**config.mk**
```make
export PLATFORM = sky130hd
export DESIGN_NAME = wot_timer
export DESIGN_NICKNAME = d
export VERILOG_FILES = /design/src/logic/wot_pkg.sv /design/src/logic/wot_slow_if.sv /design/src/logic/wot_slow_div.sv /design/src/logic/wot_timer.sv
export VERILOG_INCLUDE_DIRS = /design/src /design/src/logic
export SDC_FILE = /design/constraint.sdc
export NUM_CORES = 1
export LEC_CHECK = 0
export ABC_AREA = 0
export BUFFER_PORTS_ARGS = -buffer_cell sky130_fd_sc_hd__buf_2
export CAP_MARGIN = 25
export CORE_MARGIN = 3
export CORE_UTILIZATION = 60
export DETAILED_ROUTE_END_ITERATION = 16
export PLACE_DENSITY = 0.8
export RECOVER_POWER = 100
export SKIP_LAST_GASP = 1
export SLEW_MARGIN = 10
export SYNTH_ARGS = -nofsm -noshare
export SYNTH_HDL_FRONTEND = slang
export SYNTH_SLANG_ARGS = --single-unit
```
**constraint.sdc**
```tcl
create_clock -name mclk -period 3.4 [get_ports mclk]
set_clock_uncertainty 0.1 [all_clocks]
set_input_delay 0 -clock mclk [delete_from_list [all_inputs] [get_ports mclk]]
set_output_delay 0 -clock mclk [all_outputs]
set_load 0.02 [all_outputs]
```
**src/logic/wot_cfg.svh**
```systemverilog
// Constants of the wake-on-radio event timer: offsets, resets, counts.
// Assumes inclusion by bare name from the package and the modules.
//
// Operation
// - Event 0 time: 750 crystal periods x timeout, x 32 when resolution bit 0 is set.
// - Timeout high byte has its own register, reset 0x87; low byte follows.
// - Slow timing clock is crystal clock divided by 750.
// - Slow oscillator power-down resets to 1; clearing it calibrates.
// - Event 1 follows Event 0 after 4..48 slow periods; the timer always passes sync as 0.
// - Calibration enable resets to 1; clearing it blocks calibration.
// - Resolution 00 gives one period per count, 01 gives 32 periods.
// - Resolution setting does not change the time readout resolution.
`ifndef WOT_CFG_SVH
`define WOT_CFG_SVH
// ----------------------------------------------------------------
// Register offsets
// ----------------------------------------------------------------
`define WOT_OFF_TMO_HI 6'h1E
`define WOT_OFF_TMO_LO 6'h1F
`define WOT_OFF_CTRL 6'h20
// ----------------------------------------------------------------
// Field positions of the wake control register
// ----------------------------------------------------------------
`define WOT_CTRL_PD_BIT 7
`define WOT_CTRL_EV1_HI 6
`define WOT_CTRL_EV1_LO 4
`define WOT_CTRL_CAL_BIT 3
`define WOT_CTRL_RES_HI 1
`define WOT_CTRL_RES_LO 0
`define WOT_CTRL_MASK 8'hFB
// ----------------------------------------------------------------
// Reset values
// ----------------------------------------------------------------
`define WOT_RST_TMO_HI 8'h87
`define WOT_RST_TMO_LO 8'h6B
`define WOT_RST_PD 1'b1
`define WOT_RST_EV1 3'h7
`define WOT_RST_CAL 1'b1
`define WOT_RST_RES 2'h0
// ----------------------------------------------------------------
// Timing counts
// ----------------------------------------------------------------
`define WOT_SLOW_DIV 750
`define WOT_RES1_PERIODS 32
`define WOT_CAL_TICKS 16
`endif

```
**src/logic/wot_pkg.sv**
```systemverilog
// Types and helpers of the wake-on-radio event timer.
// Assumes the constants header is on the include path.
`include "wot_cfg.svh"
package wot_pkg;
  // ----------------------------------------------------------------
  // Calibration state
  // ----------------------------------------------------------------
  typedef enum logic [0:0] {
    WOT_CAL_IDLE = 1'b0,
    WOT_CAL_RUN = 1'b1
  } wot_cal_state_t;

  // Event 1 delay in slow periods from the 3-bit code and sync option
  function automatic logic [7:0] wot_ev1_periods(input logic [2:0] sel,
                                                 input logic sync);
    logic [7:0] base;
    base = 8'h00;
    case (sel)
      3'h0: base = 8'h04;
      3'h1: base = 8'h06;
      3'h2: base = 8'h08;
      3'h3: base = 8'h0C;
      3'h4: base = 8'h10;
      3'h5: base = 8'h18;
      3'h6: base = 8'h20;
      default: base = 8'h30;
    endcase
    return sync ? {base[5:0], 2'b00} : base;
  endfunction : wot_ev1_periods
endpackage : wot_pkg

```
**src/logic/wot_slow_if.sv**
```systemverilog
// Carrier between the timer core and its slow clock divider.
// Assumes both ends sit on mclk.
`timescale 1ns/100ps
interface wot_slow_if;
  logic run;
  logic tick;
  modport div (input run, output tick);
  modport user (output run, input tick);
endinterface : wot_slow_if

```
**src/logic/wot_slow_div.sv**
```systemverilog
// Slow timing clock: one-cycle enable every DIV crystal cycles.
// Assumes mclk is the crystal clock; run low holds it stopped.
`timescale 1ns/100ps
`include "wot_cfg.svh"
module wot_slow_div
  import wot_pkg::*;
#(
  parameter int DIV = `WOT_SLOW_DIV
) (
  input wire logic mclk,
  input wire logic resetn,
  wot_slow_if.div slow
);
  logic [9:0] cnt_q;
  logic [9:0] cnt_d;
  logic tick_q;
  logic tick_d;

  // Divide by DIV while running, restart from zero when stopped
  always_comb begin
    cnt_d = 10'h000;
    tick_d = 1'b0;
    if (slow.run) begin
      if (cnt_q == 10'(DIV - 1)) begin
        tick_d = 1'b1;
      end else begin
        cnt_d = cnt_q + 10'h001;
      end
    end
  end

  // Divider state
  always_ff @(posedge mclk or negedge resetn) begin
    if (!resetn) begin
      cnt_q <= 10'h000;
      tick_q <= 1'b0;
    end else begin
      cnt_q <= cnt_d;
      tick_q <= tick_d;
    end
  end

  assign slow.tick = tick_q;
endmodule : wot_slow_div

```
**src/logic/wot_timer.sv**
```systemverilog
// Wake-on-radio event timer: registers, Event 0 and Event 1 timing,
// slow oscillator power-down and calibration, free time readout.
// Assumes the register port is driven synchronously to mclk.
`timescale 1ns/100ps
`include "wot_cfg.svh"
module wot_timer
  import wot_pkg::*;
#(
  parameter int CAL_TICKS = `WOT_CAL_TICKS
) (
  input wire logic mclk,
  input wire logic resetn,
  input wire logic [5:0] reg_addr,
  input wire logic [7:0] reg_wdata,
  input wire logic reg_wr,
  input wire logic reg_rd,
  output logic [7:0] reg_rdata,
  output logic wake_timeout_count_pulse,
  output logic secondary_delay_sel_pulse,
  output logic [15:0] wake_time_readout,
  output logic slow_osc_running,
  output logic cal_busy
);
  // ----------------------------------------------------------------
  // Declarations
  // ----------------------------------------------------------------
  logic [7:0] tmo_hi_q, tmo_hi_d;
  logic [7:0] tmo_lo_q, tmo_lo_d;
  logic pd_q, pd_d;
  logic [2:0] ev1_sel_q, ev1_sel_d;
  logic cal_en_q, cal_en_d;
  logic [1:0] res_q, res_d;
  logic [7:0] rdata_q, rdata_d;
  wot_cal_state_t cal_st_q, cal_st_d;
  logic [7:0] cal_cnt_q, cal_cnt_d;
  logic [4:0] pre_q, pre_d;
  logic [15:0] ev0_cnt_q, ev0_cnt_d;
  logic [7:0] ev1_cnt_q, ev1_cnt_d;
  logic ev1_act_q, ev1_act_d;
  logic ev0_q, ev0_d;
  logic ev1_q, ev1_d;
  logic [15:0] time_q, time_d;
  logic run_q, run_d;
  logic tick;
  logic unit;
  logic wr_ctrl;
  logic [15:0] timeout;

  wot_slow_if slow_bus();

  // ----------------------------------------------------------------
  // Slow clock divider
  // ----------------------------------------------------------------
  wot_slow_div #(
    .DIV(`WOT_SLOW_DIV)
  ) u_div (
    .mclk(mclk),
    .resetn(resetn),
    .slow(slow_bus)
  );

  assign slow_bus.run = run_q;
  assign tick = slow_bus.tick;
  assign timeout = {tmo_hi_q, tmo_lo_q};
  assign wr_ctrl = reg_wr && (reg_addr == `WOT_OFF_CTRL);

  // ----------------------------------------------------------------
  // Register file
  // ----------------------------------------------------------------
  // Writes store fields; reads return a registered byte
  always_comb begin
    tmo_hi_d = tmo_hi_q;
    tmo_lo_d = tmo_lo_q;
    pd_d = pd_q;
    ev1_sel_d = ev1_sel_q;
    cal_en_d = cal_en_q;
    res_d = res_q;
    rdata_d = rdata_q;
    if (reg_wr) begin
      case (reg_addr)
        `WOT_OFF_TMO_HI: tmo_hi_d = reg_wdata;
        `WOT_OFF_TMO_LO: tmo_lo_d = reg_wdata;
        `WOT_OFF_CTRL: begin
          pd_d = reg_wdata[`WOT_CTRL_PD_BIT];
          ev1_sel_d = reg_wdata[`WOT_CTRL_EV1_HI:`WOT_CTRL_EV1_LO];
          cal_en_d = reg_wdata[`WOT_CTRL_CAL_BIT];
          res_d = reg_wdata[`WOT_CTRL_RES_HI:`WOT_CTRL_RES_LO];
        end
        default: begin
        end
      endcase
    end
    if (reg_rd) begin
      case (reg_addr)
        `WOT_OFF_TMO_HI: rdata_d = tmo_hi_q;
        `WOT_OFF_TMO_LO: rdata_d = tmo_lo_q;
        `WOT_OFF_CTRL: begin
          rdata_d = {pd_q, ev1_sel_q, cal_en_q, 1'b0, res_q}
                    & `WOT_CTRL_MASK;
        end
        default: rdata_d = 8'h00;
      endcase
    end
  end

  // Register storage
  always_ff @(posedge mclk or negedge resetn) begin
    if (!resetn) begin
      tmo_hi_q <= `WOT_RST_TMO_HI;
      tmo_lo_q <= `WOT_RST_TMO_LO;
      pd_q <= `WOT_RST_PD;
      ev1_sel_q <= `WOT_RST_EV1;
      cal_en_q <= `WOT_RST_CAL;
      res_q <= `WOT_RST_RES;
      rdata_q <= 8'h00;
    end else begin
      tmo_hi_q <= tmo_hi_d;
      tmo_lo_q <= tmo_lo_d;
      pd_q <= pd_d;
      ev1_sel_q <= ev1_sel_d;
      cal_en_q <= cal_en_d;
      res_q <= res_d;
      rdata_q <= rdata_d;
    end
  end

  // ----------------------------------------------------------------
  // Oscillator power and calibration
  // ----------------------------------------------------------------
  // Clearing power-down from 1 starts calibration when it is enabled
  always_comb begin
    run_d = ~pd_d;
    cal_st_d = cal_st_q;
    cal_cnt_d = cal_cnt_q;
    case (cal_st_q)
      WOT_CAL_IDLE: begin
        if (wr_ctrl && pd_q && !reg_wdata[`WOT_CTRL_PD_BIT]
            && reg_wdata[`WOT_CTRL_CAL_BIT]) begin
          cal_st_d = WOT_CAL_RUN;
          cal_cnt_d = 8'(CAL_TICKS);
        end
      end
      WOT_CAL_RUN: begin
        if (pd_q || !cal_en_q) begin
          cal_st_d = WOT_CAL_IDLE;
          cal_cnt_d = 8'h00;
        end else if (tick) begin
          if (cal_cnt_q <= 8'h01) begin
            cal_st_d = WOT_CAL_IDLE;
            cal_cnt_d = 8'h00;
          end else begin
            cal_cnt_d = cal_cnt_q - 8'h01;
          end
        end
      end
      default: begin
        cal_st_d = WOT_CAL_IDLE;
        cal_cnt_d = 8'h00;
      end
    endcase
  end

  // Power and calibration state
  always_ff @(posedge mclk or negedge resetn) begin
    if (!resetn) begin
      run_q <= 1'b0;
      cal_st_q <= WOT_CAL_IDLE;
      cal_cnt_q <= 8'h00;
    end else begin
      run_q <= run_d;
      cal_st_q <= cal_st_d;
      cal_cnt_q <= cal_cnt_d;
    end
  end

  // ----------------------------------------------------------------
  // Event timing
  // ----------------------------------------------------------------
  // One Event 0 unit is one slow tick, or 32 ticks at resolution 01
  assign unit = tick && (!res_q[0]
                || pre_q == 5'(`WOT_RES1_PERIODS - 1));

  // Event 0 reload, Event 1 delay and free readout counter
  always_comb begin
    pre_d = pre_q;
    ev0_cnt_d = ev0_cnt_q;
    ev1_cnt_d = ev1_cnt_q;
    ev1_act_d = ev1_act_q;
    ev0_d = 1'b0;
    ev1_d = 1'b0;
    time_d = time_q;
    if (!run_q) begin
      pre_d = 5'h00;
      ev0_cnt_d = timeout;
      ev1_act_d = 1'b0;
      ev1_cnt_d = 8'h00;
    end else if (tick) begin
      time_d = time_q + 16'h0001;
      pre_d = res_q[0] ? pre_q + 5'h01 : 5'h00;
      if (ev1_act_q) begin
        if (ev1_cnt_q <= 8'h01) begin
          ev1_d = 1'b1;
          ev1_act_d = 1'b0;
        end else begin
          ev1_cnt_d = ev1_cnt_q - 8'h01;
        end
      end
      if (unit) begin
        if (ev0_cnt_q <= 16'h0001) begin
          ev0_d = 1'b1;
          ev0_cnt_d = timeout;
          ev1_act_d = 1'b1;
          ev1_cnt_d = wot_ev1_periods(ev1_sel_q, 1'b0);
        end else begin
          ev0_cnt_d = ev0_cnt_q - 16'h0001;
        end
      end
    end
  end

  // Event timing state
  always_ff @(posedge mclk or negedge resetn) begin
    if (!resetn) begin
      pre_q <= 5'h00;
      ev0_cnt_q <= 16'h0000;
      ev1_cnt_q <= 8'h00;
      ev1_act_q <= 1'b0;
      ev0_q <= 1'b0;
      ev1_q <= 1'b0;
      time_q <= 16'h0000;
    end else begin
      pre_q <= pre_d;
      ev0_cnt_q <= ev0_cnt_d;
      ev1_cnt_q <= ev1_cnt_d;
      ev1_act_q <= ev1_act_d;
      ev0_q <= ev0_d;
      ev1_q <= ev1_d;
      time_q <= time_d;
    end
  end

  // ----------------------------------------------------------------
  // Outputs
  // ----------------------------------------------------------------
  assign reg_rdata = rdata_q;
  assign wake_timeout_count_pulse = ev0_q;
  assign secondary_delay_sel_pulse = ev1_q;
  assign wake_time_readout = time_q;
  assign slow_osc_running = run_q;
  assign cal_busy = (cal_st_q == WOT_CAL_RUN);
endmodule : wot_timer

```
### Word-level counts from Yosys, hierarchy flattened

Index checks and enable logic that the tools add are counted.

* bitwise logic cells: 2
* magnitude comparators: 3
* reductions and logical operators: 17
* eq/ne operators: 15
* add/sub/neg operators: 6
* multiplexer cells: 45

Operators by type and width (count)
* 2-to-1 mux 8 bit: 10
* 2-to-1 mux 16 bit: 4
* case mux 6 bit (7 select lines): 1
* case mux 8 bit (3 select lines): 1
* 2-to-1 mux 1 bit: 22
* 2-to-1 mux 10 bit: 2
* adder 16 x 1 -> 16 bit, second input constant: 1
* <= comparator 16 x 1 -> 1 bit, second input constant: 1
* <= comparator 8 x 1 -> 1 bit, second input constant: 2
* case mux 8 bit (2 select lines): 1
* subtractor 16 x 1 -> 16 bit, second input constant: 1
* subtractor 8 x 1 -> 8 bit, second input constant: 2
* 2-to-1 mux 5 bit: 3
* == test 6 x 5 -> 1 bit, second input constant: 2
* AND reduction 2 bit: 6
* adder 10 x 1 -> 10 bit, second input constant: 1
* == test 10 bit, second input constant: 1
* == test 3 bit, second input constant: 3
* == test 3 x 2 -> 1 bit, second input constant: 2
* == test 6 bit, second input constant: 1
* adder 5 x 1 -> 5 bit, second input constant: 1
* == test 5 bit, second input constant: 1
* logical AND 1 bit: 5
* inequality test 2 x 1 -> 1 bit, second input constant: 2
* 8 further kinds: 12

* logic and storage cells: 107
* bits of input ports: 18
* flip-flop bits (word level): 100

### Logic depth before layout (Yosys ltp)

Gate-level depths: netlist of the first run.

* word-level depth: 7
* depth in mapped cells: 9
* gate-level depth less buffers: 8

### Hierarchy

Synthesis of the first run repeated with hierarchy kept, for this count alone.

* cell total of the unflattened synthesis: 538
* area, all modules: 5253.8 um2

Modules (own cells, without submodules)
* wot_timer: seq. area each 2244.7 um2, cells an instance 485, area each 4717.0 um2, instances 1
* wot_slow_div: seq. area each 275.3 um2, cells an instance 53, area each 536.8 um2, instances 1

### Least setup slack after synthesis of the first run

OpenSTA, ideal clock, no wires.

* path kind: reg2reg
* start point: reg ev0_cnt_q[11]
* end point: reg ev1_cnt_q[1]
* path slack: 0.882 ns
* cell stages (with the launch flop): 8
* clock period less this slack: 2.518 ns
* data arrival time: 2.352 ns
* path buffers: 2
* library setup time: 0.066 ns
* cells stage by stage: dfrtp_1 -> or4_1 -> or3_1 -> clkbuf_1 -> or3_1 -> clkbuf_1 -> o41ai_1 -> o31a_1

* longest elaborated chain between the ends: 5

RTL lines
* start, declared: line wot_timer.sv:37 `logic [15:0] ev0_cnt_q, ev0_cnt_d;`
* start signal, assigned: line wot_timer.sv:233 `ev0_cnt_q <= ev0_cnt_d;`
* <= comparator 16 x 1 -> 1 bit: line wot_timer.sv:209 `if (ev0_cnt_q <= 16'h0001) begin`
* 2-to-1 mux 8 bit: line wot_timer.sv:209
* 2-to-1 mux 8 bit: line wot_timer.sv:208 `if (unit) begin`
* 2-to-1 mux 8 bit: line wot_timer.sv:197 `end else if (tick) begin`
* 2-to-1 mux 8 bit: line wot_timer.sv:192 `if (!run_q) begin`
* end signal, assigned: line wot_timer.sv:234 `ev1_cnt_q <= ev1_cnt_d;`
* end, declared: line wot_timer.sv:38 `logic [7:0] ev1_cnt_q, ev1_cnt_d;`

Every way passes these cells. The select of a mux whose other input is x is not followed.
A chain may end at the register's enable or synchronous reset.

### Final worst setup path of the first run

* start point: reg ev0_cnt_q[11]
* end point: reg ev1_cnt_q[5]

The elaborated chain is that of the path after synthesis.

==> impl_metrics.tcl, run 1 <==
set metrics [dict create \
    seqPwrFrac_pct 55.3 \
    chipHeight_um 99.1 \
    peakVddDrop_v 0.000387 \
    cts-root-buf "clkbuf_8" \
    yosys_warnings 0 \
    place_inst 666 \
    fill_cells 651 \
    fmax_mhz 351 \
    min-delay-start "reg_addr[4]" \
    arrival_ns 3.01 \
    detail-route-antenna-nets 0 \
    endpoint_kind "flip-flop" \
    coreArea_um2 8300 \
    drc_errors 0 \
    cts_tree "built" \
    synth_area_um2 5200 \
    synth_area_per_cell_um2 9.80 \
    swShare_pct 32.8 \
    grt_pass1_vias 4069 \
    clock_latency_ns 0.37 \
    drt-wirelength-per-cell_um 16.6 \
    cts_sinks 100 \
    tns_ns 0 \
    grt_pass1_wl_um 19500 \
    clkPwrFrac_pct 26.2 \
    ioPinCount 46 \
    holdWs_ns 0.125 \
    hold_path_end "reg_rdata[7]$_DFFE_PN0P_" \
    die-area_um2 9830 \
    antenna_found_initial 0 \
    slew_headroom_pct -62.7 \
    drive_gt1_share_pct 13.8 \
    leakage_nw 2.48 \
    synth_seq_cells 100 \
    syn_to_final_growth_pct 10.8 \
    rr_worst_depth 5 \
    rsz0062_at_grt "false" \
    drv_cap 1 \
    place.gp.congestion 0.936 \
    post-route-period-util_pct 83.9 \
    hold_viol 0 \
    start_util_pct 62.7 \
    chipWidth_um 99.1 \
    drtIter0Drc 249 \
    grt_max_degree 48 \
    asyncSetResetFlopFracSynth_pct 100 \
    dr.pass1.iters 5 \
    multiInputGateArea_um2 2500 \
    final_area_um2 5770 \
    powerDensity_nw_per_um2 488 \
    clkTransAtPathRegs_ns 0.11 \
    startpoint_type "flip-flop" \
    crit_type "flip-flop to flip-flop" \
    syn-num-nets 560 \
    synth.distinct_cells 60 \
    holdPathStages 5 \
    switchingPower_mw 0.923 \
    ys_seq_area_share_pct 48.4 \
    critPathTopFamily "simple AND/OR/NAND/NOR gates" \
    synth_ff_type "dfrtp_1" \
    internal_power_mw 1.89 \
    synth-edff-count 0 \
    comb_power_share_pct 18.5 \
    worst_path_largest_cell_delay_ns 0.71 \
    cts_max_path_buffers 2 \
    power.total_mw 2.81 \
    dpl.hpwl_um 7980 \
    final_cells 694 \
    critical_path.max_fanout 8 \
    final.min_clock_period_ns 2.85 \
    antennaDiodeCount 0 \
    netlist_instances 531 \
    worstReg2RegEnd "ev1_cnt_q[5]$_DFFE_PN0P_" \
    r2r_start "ev0_cnt_q[11]$_DFFE_PN0P_" \
    cp_slowest_cell "nor3_1" \
    row_count 33 \
    postPlaceCellArea_um2 5510 \
    port_buffers 45 \
    regToRegSetupSlack_ns 0.55 \
    htree_levels 3 \
    worst_pin_slew_ns 2.44 \
    min_path_type "input pin to flip-flop" \
    slew_viol_final 48 \
    setup-violations-final 0 \
    fin_nets 613 \
    vias 4232 \
    gr-total-overflow 0 \
    drt_wl_total_um 11500 \
    cp.required_ns 3.56 \
    violations "max-capacitance violations, max-slew violations" \
    path_buf_inv 0 \
    status "complete, but fails checks" \
    postCtsSetupBuffers 0 \
    regArea_um2 2520 \
    cts_buffers 9 \
    grtUsageTotal_pct 24.5 \
    cp_cell_sequence "or4_1 > or3_1 > nor3_1 > a31oi_1 > a221oi_1" \
    vias_per_cell 6.10 \
]
==> per-stage QoR <==
step,setup slack [ns],util [%]
final,0.548,69.5
after global routing,0.401,69.5
after CTS,0.754,70.2
after detailed placement,0.788,66.4
after global placement,0.850,66.4
after floorplan,0.882,-
==> registers in the layout, summed over array words and instances, names as in the netlist <==
register / count
ev0_cnt_q: 16
ev1_sel_q: 3
cal_en_q: 1
slow_osc_running: 1
ev1_cnt_q: 8
wake_time_readout: 16
wake_timeout_count_pulse: 1
cal_cnt_q: 8
res_q: 2
tmo_lo_q: 8
pre_q: 5
secondary_delay_sel_pulse: 1
tmo_hi_q: 8
reg_rdata: 8
u_div.cnt_q: 10
cal_busy: 1
pd_q: 1
u_div.slow.tick: 1
ev1_act_q: 1
==> synth_stat cells (3+ instances only) <==
library cell	number	share of area [%]
and3_1	3	0.36
mux2_2	24	5.2
dfstp_2	14	7.1
o21a_1	3	0.43
nor4_1	7	0.84
clkbuf_1	16	1.2
nand4_1	10	1.2
o31ai_1	6	0.87
or4_1	8	1.2
xor2_1	8	1.3
xnor2_1	16	2.7
inv_1	21	1.5
nand3_1	20	1.9
ha_1	11	2.6
o2bb2ai_1	3	0.51
nand3b_1	5	0.72
a22oi_1	4	0.58
nor3_1	17	1.6
or3b_2	3	0.51
a31oi_1	6	0.72
nand2_1	44	3.2
o22ai_1	5	0.60
a21oi_1	31	3.0
dfrtp_1	86	41
nand2b_1	6	0.72
mux2i_1	14	2.7
or2_2	5	0.60
o311ai_0	3	0.51
o2bb2a_1	5	0.96
or3_1	5	0.60
nor2_1	59	4.3
o21ai_0	23	2.2
==> layout by cell type (no fill, tap or decap), types with 13 or more instances in the layout <==
cell type / netlist / layout
dfrtp_1: 86 / 86
nor2_1: 59 / 59
nand2_1: 44 / 44
clkbuf_1: 16 / 32
a21oi_1: 31 / 31
mux2_2: 24 / 24
o21ai_0: 23 / 23
inv_1: 21 / 21
nand3_1: 20 / 20
nor3_1: 17 / 18
xnor2_1: 16 / 16
buf_2: 1 / 15
mux2i_1: 14 / 14
dfstp_2: 14 / 13
==> power by group through the flow <==
stage | registers [mW] | clock network [mW] | logic, mW
finish | 1.55 | 0.738 | 0.520
detailed placement | 1.57 | 0 | 0.511
global placement | 1.56 | 0 | 0.490
global route | 1.58 | 0.802 | 0.587
floorplan | 1.53 | 0 | 0.376
CTS | 1.55 | 0.757 | 0.527
==> logic make-up after synthesis <==
kind of cell,share of synthesized area [%]
AND/OR/NAND/NOR,20.1
flip-flops,48.4
AO/OA/AOI/OAI,13.6
multiplexers,7.89
adder cells (fa/ha/maj),2.64
XOR/XNOR,4.04
buffers and inverters,3.34
==> routing by layer <==
metal | vias to the layer above | routed length (um) | share of wire [%] | GRT usage [%]
met1 | 2060 | 5060 | 44 | 33.1
met2 | 137 | 5630 | 49 | 40.1
li1 | 2014 | - | - | -
met5 | - | 0 | 0 | 0
met4 | 0 | 259 | 2.2 | 8.72
met3 | 21 | 570 | 4.9 | 4.28
==> cell type report <==
| class | instances | share of cell area, % |
|---|---|---|
| sequential | 100 | 43.7 |
| multi-input combinational | 389 | 43.3 |
| timing repair buffer | 63 | 5.99 |
| clock buffer | 10 | 2.39 |
| tap | 105 | 2.28 |
| inverter | 21 | 1.37 |
| clock inverter | 6 | 0.933 |
==> how the worst max path moves through the flow <==
stage | startpoint | slack, ns | cells after the start | endpoint
6_report | ev0_cnt_q[11]$_DFFE_PN0P_ | 0.55 | 5 | ev1_cnt_q[5]$_DFFE_PN0P_
3_3_place_gp | ev0_cnt_q[10]$_DFFE_PN0P_ | 0.85 | 5 | ev1_cnt_q[1]$_DFFE_PN0P_
3_5_place_dp | ev0_cnt_q[10]$_DFFE_PN0P_ | 0.79 | 5 | ev1_cnt_q[1]$_DFFE_PN0P_
4_1_cts | ev0_cnt_q[11]$_DFFE_PN0P_ | 0.75 | 5 | ev1_cnt_q[1]$_DFFE_PN0P_
2_1_floorplan | ev0_cnt_q[11]$_DFFE_PN0P_ | 0.88 | 7 | ev1_cnt_q[1]$_DFFE_PN0P_
5_1_grt | ev0_cnt_q[8]$_DFFE_PN0P_ | 0.40 | 5 | ev1_cnt_q[5]$_DFFE_PN0P_
==> worst register-to-register path, delay by kind of cell (launching register included) <==
family / cells / cell delay [ns]
compound gates: 2 / 0.45
simple gates: 3 / 1.79
flops: 1 / 0.42
==> repair_timing <==
| action | in CTS | in global routing |
|---|---|---|
| gates resized for setup | 0 | 0 |
| endpoints found under the hold margin | 78 | 0 |
| hold buffers | 12 | 0 |
(Power assumes the default switching activity.)
==> inputs of run 2 (changes only) <==
==> constraint.sdc (replaced) <==
create_clock -name mclk -period 2.8 [get_ports mclk]
set_clock_uncertainty 0.1 [all_clocks]
set_input_delay 0 -clock mclk [delete_from_list [all_inputs] [get_ports mclk]]
set_output_delay 0 -clock mclk [all_outputs]
set_load 0.02 [all_outputs]
==> run 2 against run 1 <==
Net effect:
- the flow now finishes without violations
- sequential cell count unchanged
- cell count is 0.43% higher
- clock power increased by 28%
- setup slack worse by 0.39 ns
- global-route usage hardly changed
- utilization is 0.41 points higher
- die area unchanged
- combinational power up 23%
- sequential power rose by 22%
- largest power group unchanged
==> impl_metrics.tcl, run 2 (synthesis gave the netlist of run 1 again) <==
set metrics [dict create \
    status "completed" \
    grtUsageTotal_pct 24.5 \
    fin_util_pct 69.9 \
    peakVddDrop_v 0.000472 \
    fmax_mhz 379 \
    drv_cap 0 \
    drive_gt1_share_pct 14.7 \
    dpl.hpwl_um 7970 \
    cts_max_path_buffers 2 \
    crit_type "input pin to flip-flop" \
    cp.required_ns 2.98 \
    gr-total-overflow 0 \
    cts-root-buf "clkbuf_8" \
    layout_commonest_cell "dfrtp_1" \
    fin_nets 616 \
    path_common_cell "or4b_1" \
    detail-route-antenna-nets 0 \
    coreArea_um2 8300 \
    cts_sinks 100 \
    antenna_found_initial 0 \
    row_count 33 \
    critical_path.max_fanout 10 \
    critPathTopFamily "simple AND/OR/NAND/NOR gates" \
    worst_path_largest_cell_delay_ns 0.73 \
    antennaDiodeCount 0 \
    setup-violations-final 0 \
    leakage_nw 2.50 \
    port_buffers 45 \
    cts_tree "built" \
    slew_viol_final 0 \
    hold_viol 0 \
    worst_pin_slew_ns 1.41 \
    grt_max_degree 60 \
    drtIter0Drc 168 \
    grt_pass1_wl_um 19600 \
    post-route-period-util_pct 94.3 \
    place.gp.congestion 0.908 \
    final.min_clock_period_ns 2.64 \
    final_cell_mix "dfrtp_1 (86), nor2_1 (59), nand2_1 (44)" \
    path_buf_inv 2 \
    clock_latency_ns 0.37 \
    vias_per_cell 6.10 \
    die-area_um2 9830 \
    chipHeight_um 99.1 \
    start_util_pct 62.7 \
    drt_wl_total_um 11300 \
    cts_buffers 9 \
    postCtsSetupBuffers 0 \
    powerDensity_nw_per_um2 599 \
    tns_ns 0 \
    ioPinCount 46 \
    htree_levels 3 \
    chipWidth_um 99.1 \
    endpoint_kind "flip-flop" \
    arrival_ns 2.82 \
    startpoint_type "input pin" \
    vias 4249 \
    cp_slowest_cell "or4b_1" \
    slew_headroom_pct 5.86 \
    min_path_type "input pin to flip-flop" \
    clkTransAtPathRegs_ns 0.10 \
    drt-wirelength-per-cell_um 16.3 \
    dr.pass1.iters 4 \
    syn_to_final_growth_pct 11.4 \
    cp_cell_sequence "dlygate4sd3_1 > clkbuf_1 > or4b_1 > or4b_1 > o31a_1 > or2_4 > o31ai_1" \
    rsz0062_at_grt "false" \
    drc_errors 0 \
    grt_pass1_vias 4225 \
]
run 2: layer usage:
layer / track usage (%) / part of all wire (%) / vias to the layer above
li1: - / - / 2032
met1: 32.2 / 43 / 2071
met2: 40.8 / 50 / 121
met3: 3.65 / 4.7 / 25
met4: 9.98 / 2.8 / 0
met5: 0 / 0 / -
run 2: final cells by class:
class | instances | area (um2)
Multi-Input combinational cell | 389 | 2510
Inverter | 21 | 78.8
Tap cell | 105 | 131
Timing Repair Buffer | 66 | 360
Clock buffer | 10 | 128
Sequential cell | 100 | 2520
Fill cell | 641 | 2500
Clock inverter | 6 | 70.1
run 2: where the power goes:
group          switching [mW]  internal [mW]  total, mW
Combinational           0.364          0.275      0.639
Sequential              0.229           1.66       1.89
Clock                   0.524          0.424      0.948
run 2: per-stage QoR:
| stage | instance area (um2) | power [mW] | std cells | hold slack (ns) | setup slack (ns) |
|---|---|---|---|---|---|
| after floorplan | 5200 | 2.31 | 531 | -0.396 | 0.282 |
| after global placement | 5550 | 2.49 | 669 | 0.0120 | 0.286 |
| after detailed placement | 5550 | 2.53 | 669 | 0.0208 | 0.211 |
| after CTS | 5870 | 3.49 | 697 | 0.0401 | 0.159 |
| after global routing | 5800 | 3.67 | 697 | 0.173 | 0.0297 |
| final | 5800 | 3.47 | 697 | 0.132 | 0.159 |
run 2: final timing paths:
check,depth (start not counted),slack (ns),start,to
worst max register to register,5,0.16,ev0_cnt_q[6]$_DFFE_PN0P_,ev0_cnt_q[12]$_DFFE_PN0P_
max in group asynchronous,3,0.50,resetn,tmo_lo_q[4]$_DFFE_PN0P_
worst min-delay path,5,0.13,reg_addr[4],reg_rdata[0]$_DFFE_PN0P_
min in group asynchronous,2,0.40,resetn,u_div.cnt_q[2]$_DFF_PN0_
worst min register to register,1,0.39,wake_time_readout[15]$_DFFE_PN0P_,wake_time_readout[15]$_DFFE_PN0P_
worst max-delay path,7,0.16,reg_addr[5],cal_cnt_q[7]$_DFFE_PN0P_
run 2: worst reg2reg max path, cell delays in order (launching register included):
cell and delay (ns):
dfrtp_1 0.42, or4_1 0.63, nand4b_1 0.37, o21a_1 0.49, o22ai_1 0.27, o2bb2a_1 0.24
run 2: what timing repair did:
item,4_1_cts,5_1_grt
endpoints found under the setup margin,0,1
hold buffers,12,0
gates resized for setup,0,1
hold endpoints to repair,87,0
==> inputs of run 3 (changes only) <==
--- a/config.mk
+++ b/config.mk
@@ -12,7 +12,8 @@
 export CORE_MARGIN = 3
 export CORE_UTILIZATION = 60
 export DETAILED_ROUTE_END_ITERATION = 16
-export PLACE_DENSITY = 0.8
+export HOLD_SLACK_MARGIN = 0.02
+export PLACE_DENSITY_LB_ADDON = 0.25
 export RECOVER_POWER = 100
 export SKIP_LAST_GASP = 1
 export SLEW_MARGIN = 10
==> run 3 against run 2 <==
Net effect:
- setup slack got worse by 0.021 ns
- via count rose by 0.64%
- largest cell class unchanged
- critical endpoint is now cal_cnt_q[5]$_DFFE_PN0P_
- worst hold slack got worse by 0.0036 ns
==> impl_metrics.tcl, run 3 (synthesis gave the netlist of run 1 again) <==
set metrics [dict create \
    path_common_cell "or4b_1" \
    cts_buffers 9 \
    r2r_start "ev0_cnt_q[11]$_DFFE_PN0P_" \
    tns_ns 0 \
    cts_tree "built" \
    dpl.hpwl_um 7870 \
    start_util_pct 62.7 \
    leakage_nw 2.50 \
    hold_path_end "reg_rdata[1]$_DFFE_PN0P_" \
    min-delay-start "reg_addr[4]" \
    grt_pass1_wl_um 20000 \
    slew_headroom_pct 0.718 \
    endpoint_kind "flip-flop" \
    worst_path_largest_cell_delay_ns 0.75 \
    clkTransAtPathRegs_ns 0.10 \
    grt_max_degree 60 \
    coreArea_um2 8300 \
    worstReg2RegEnd "ev1_cnt_q[1]$_DFFE_PN0P_" \
    row_count 33 \
    detail-route-antenna-nets 0 \
    powerDensity_nw_per_um2 585 \
    drt-wirelength-per-cell_um 16.3 \
    power.total_mw 3.39 \
    cp_cell_sequence "dlygate4sd3_1 > clkbuf_1 > or4b_1 > or4b_1 > o31a_1 > or2_4 > o31ai_1" \
    chipWidth_um 99.1 \
    crit_type "input pin to flip-flop" \
    holdWs_ns 0.128 \
    holdPathStages 5 \
    post-route-period-util_pct 95.1 \
    cts-root-buf "clkbuf_8" \
    status "completed" \
    critPathTopFamily "simple AND/OR/NAND/NOR gates" \
    final_cell_mix "dfrtp_1 (86), nor2_1 (59), nand2_1 (44)" \
    syn_to_final_growth_pct 11.5 \
    place.gp.congestion 0.873 \
    ioPinCount 46 \
    hold_viol 0 \
    fmax_mhz 376 \
    cp_slowest_cell "or4b_1" \
    drive_gt1_share_pct 15.3 \
    fill_cells 634 \
    htree_levels 3 \
    final.min_clock_period_ns 2.66 \
    slew_viol_final 0 \
    chipHeight_um 99.1 \
    grt_pass1_vias 4252 \
    rsz0062_at_grt "false" \
    postCtsSetupBuffers 0 \
    setup-violations-final 0 \
    antennaDiodeCount 0 \
    port_buffers 45 \
    gr-total-overflow 0 \
    final_cells 699 \
    dp_slack_ns 0.210 \
    peakVddDrop_v 0.000420 \
    layout_commonest_cell "dfrtp_1" \
    drtIter0Drc 146 \
    rr_worst_depth 5 \
    dr.pass1.iters 4 \
    fin_nets 618 \
    min_path_type "input pin to flip-flop" \
    critical_path.max_fanout 10 \
    worst_pin_slew_ns 1.49 \
    place_inst 671 \
    drt_wl_total_um 11400 \
    antenna_found_initial 0 \
    crit_start "reg_addr[5]" \
    clock_latency_ns 0.37 \
    startpoint_type "input pin" \
    cp.depth 7 \
    setup_ws_ns 0.138 \
    cts_sinks 100 \
    regToRegSetupSlack_ns 0.17 \
    arrival_ns 2.84 \
    vias 4276 \
    drc_errors 0 \
    die-area_um2 9830 \
    grtUsageTotal_pct 24.8 \
    path_buf_inv 2 \
    drv_cap 0 \
    cts_max_path_buffers 2 \
    cp.required_ns 2.98 \
    vias_per_cell 6.12 \
]
run 3: power by group:
| part | internal [mW] | total, mW | switching, mW | leakage, nW |
|---|---|---|---|---|
| registers | 1.66 | 1.89 | 0.234 | 1.26 |
| logic | 0.276 | 0.634 | 0.358 | 1.15 |
| clock network | 0.353 | 0.868 | 0.515 | 0.0887 |
run 3: worst max-delay path by stage:
| stage | to | slack, ns |
|---|---|---|
| after global routing | ev1_cnt_q[1]$_DFFE_PN0P_ | 0.004 |
| after CTS | ev0_cnt_q[11]$_DFFE_PN0P_ | 0.13 |
| final | cal_cnt_q[5]$_DFFE_PN0P_ | 0.14 |
| after floorplan | ev1_cnt_q[1]$_DFFE_PN0P_ | 0.28 |
| after detailed placement | ev0_cnt_q[12]$_DFFE_PN0P_ | 0.21 |
| after global placement | ev1_cnt_q[1]$_DFFE_PN0P_ | 0.28 |
run 3: per-stage QoR:
step                      cell area, um2  util, %
after floorplan                     5200        -
after global placement              5550     66.9
after detailed placement            5550     66.9
after CTS                           5860     70.6
after global routing                5800     69.9
final                               5800     69.9
run 3: area by class of cell:
type	count	area [um2]	area share, %
clock inverter	6	50.0	0.863
tap	105	131	2.26
multi-input combinational	389	2510	43.2
clock buffer	10	138	2.37
timing repair buffer	68	377	6.49
inverter	21	78.8	1.36
sequential	100	2520	43.4
run 3: repair_timing:
| item | 4_1_cts | 5_1_grt |
|---|---|---|
| hold buffers | 12 | 0 |
| setup endpoints to repair | 0 | 1 |
| hold endpoints to repair | 80 | 0 |
| resized for setup | 0 | 1 |
run 3: routing by layer:
| layer | global-route usage, % | part of all wire, % | routed length, um | vias to the layer above |
|---|---|---|---|---|
| met1 | 34.2 | 44 | 5060 | 2075 |
| met5 | 0 | 0 | 0 | - |
| met3 | 3.51 | 5.1 | 577 | 26 |
| li1 | - | - | - | 2029 |
| met2 | 39.2 | 47 | 5410 | 146 |
| met4 | 11.8 | 3.1 | 352 | 0 |
run 3: worst min-delay path, cell delays in order:
cell	delay (ns)
buf_2	0.08
or4b_1	0.11
nor3_1	0.13
a21oi_1	0.17
a21oi_1	0.07
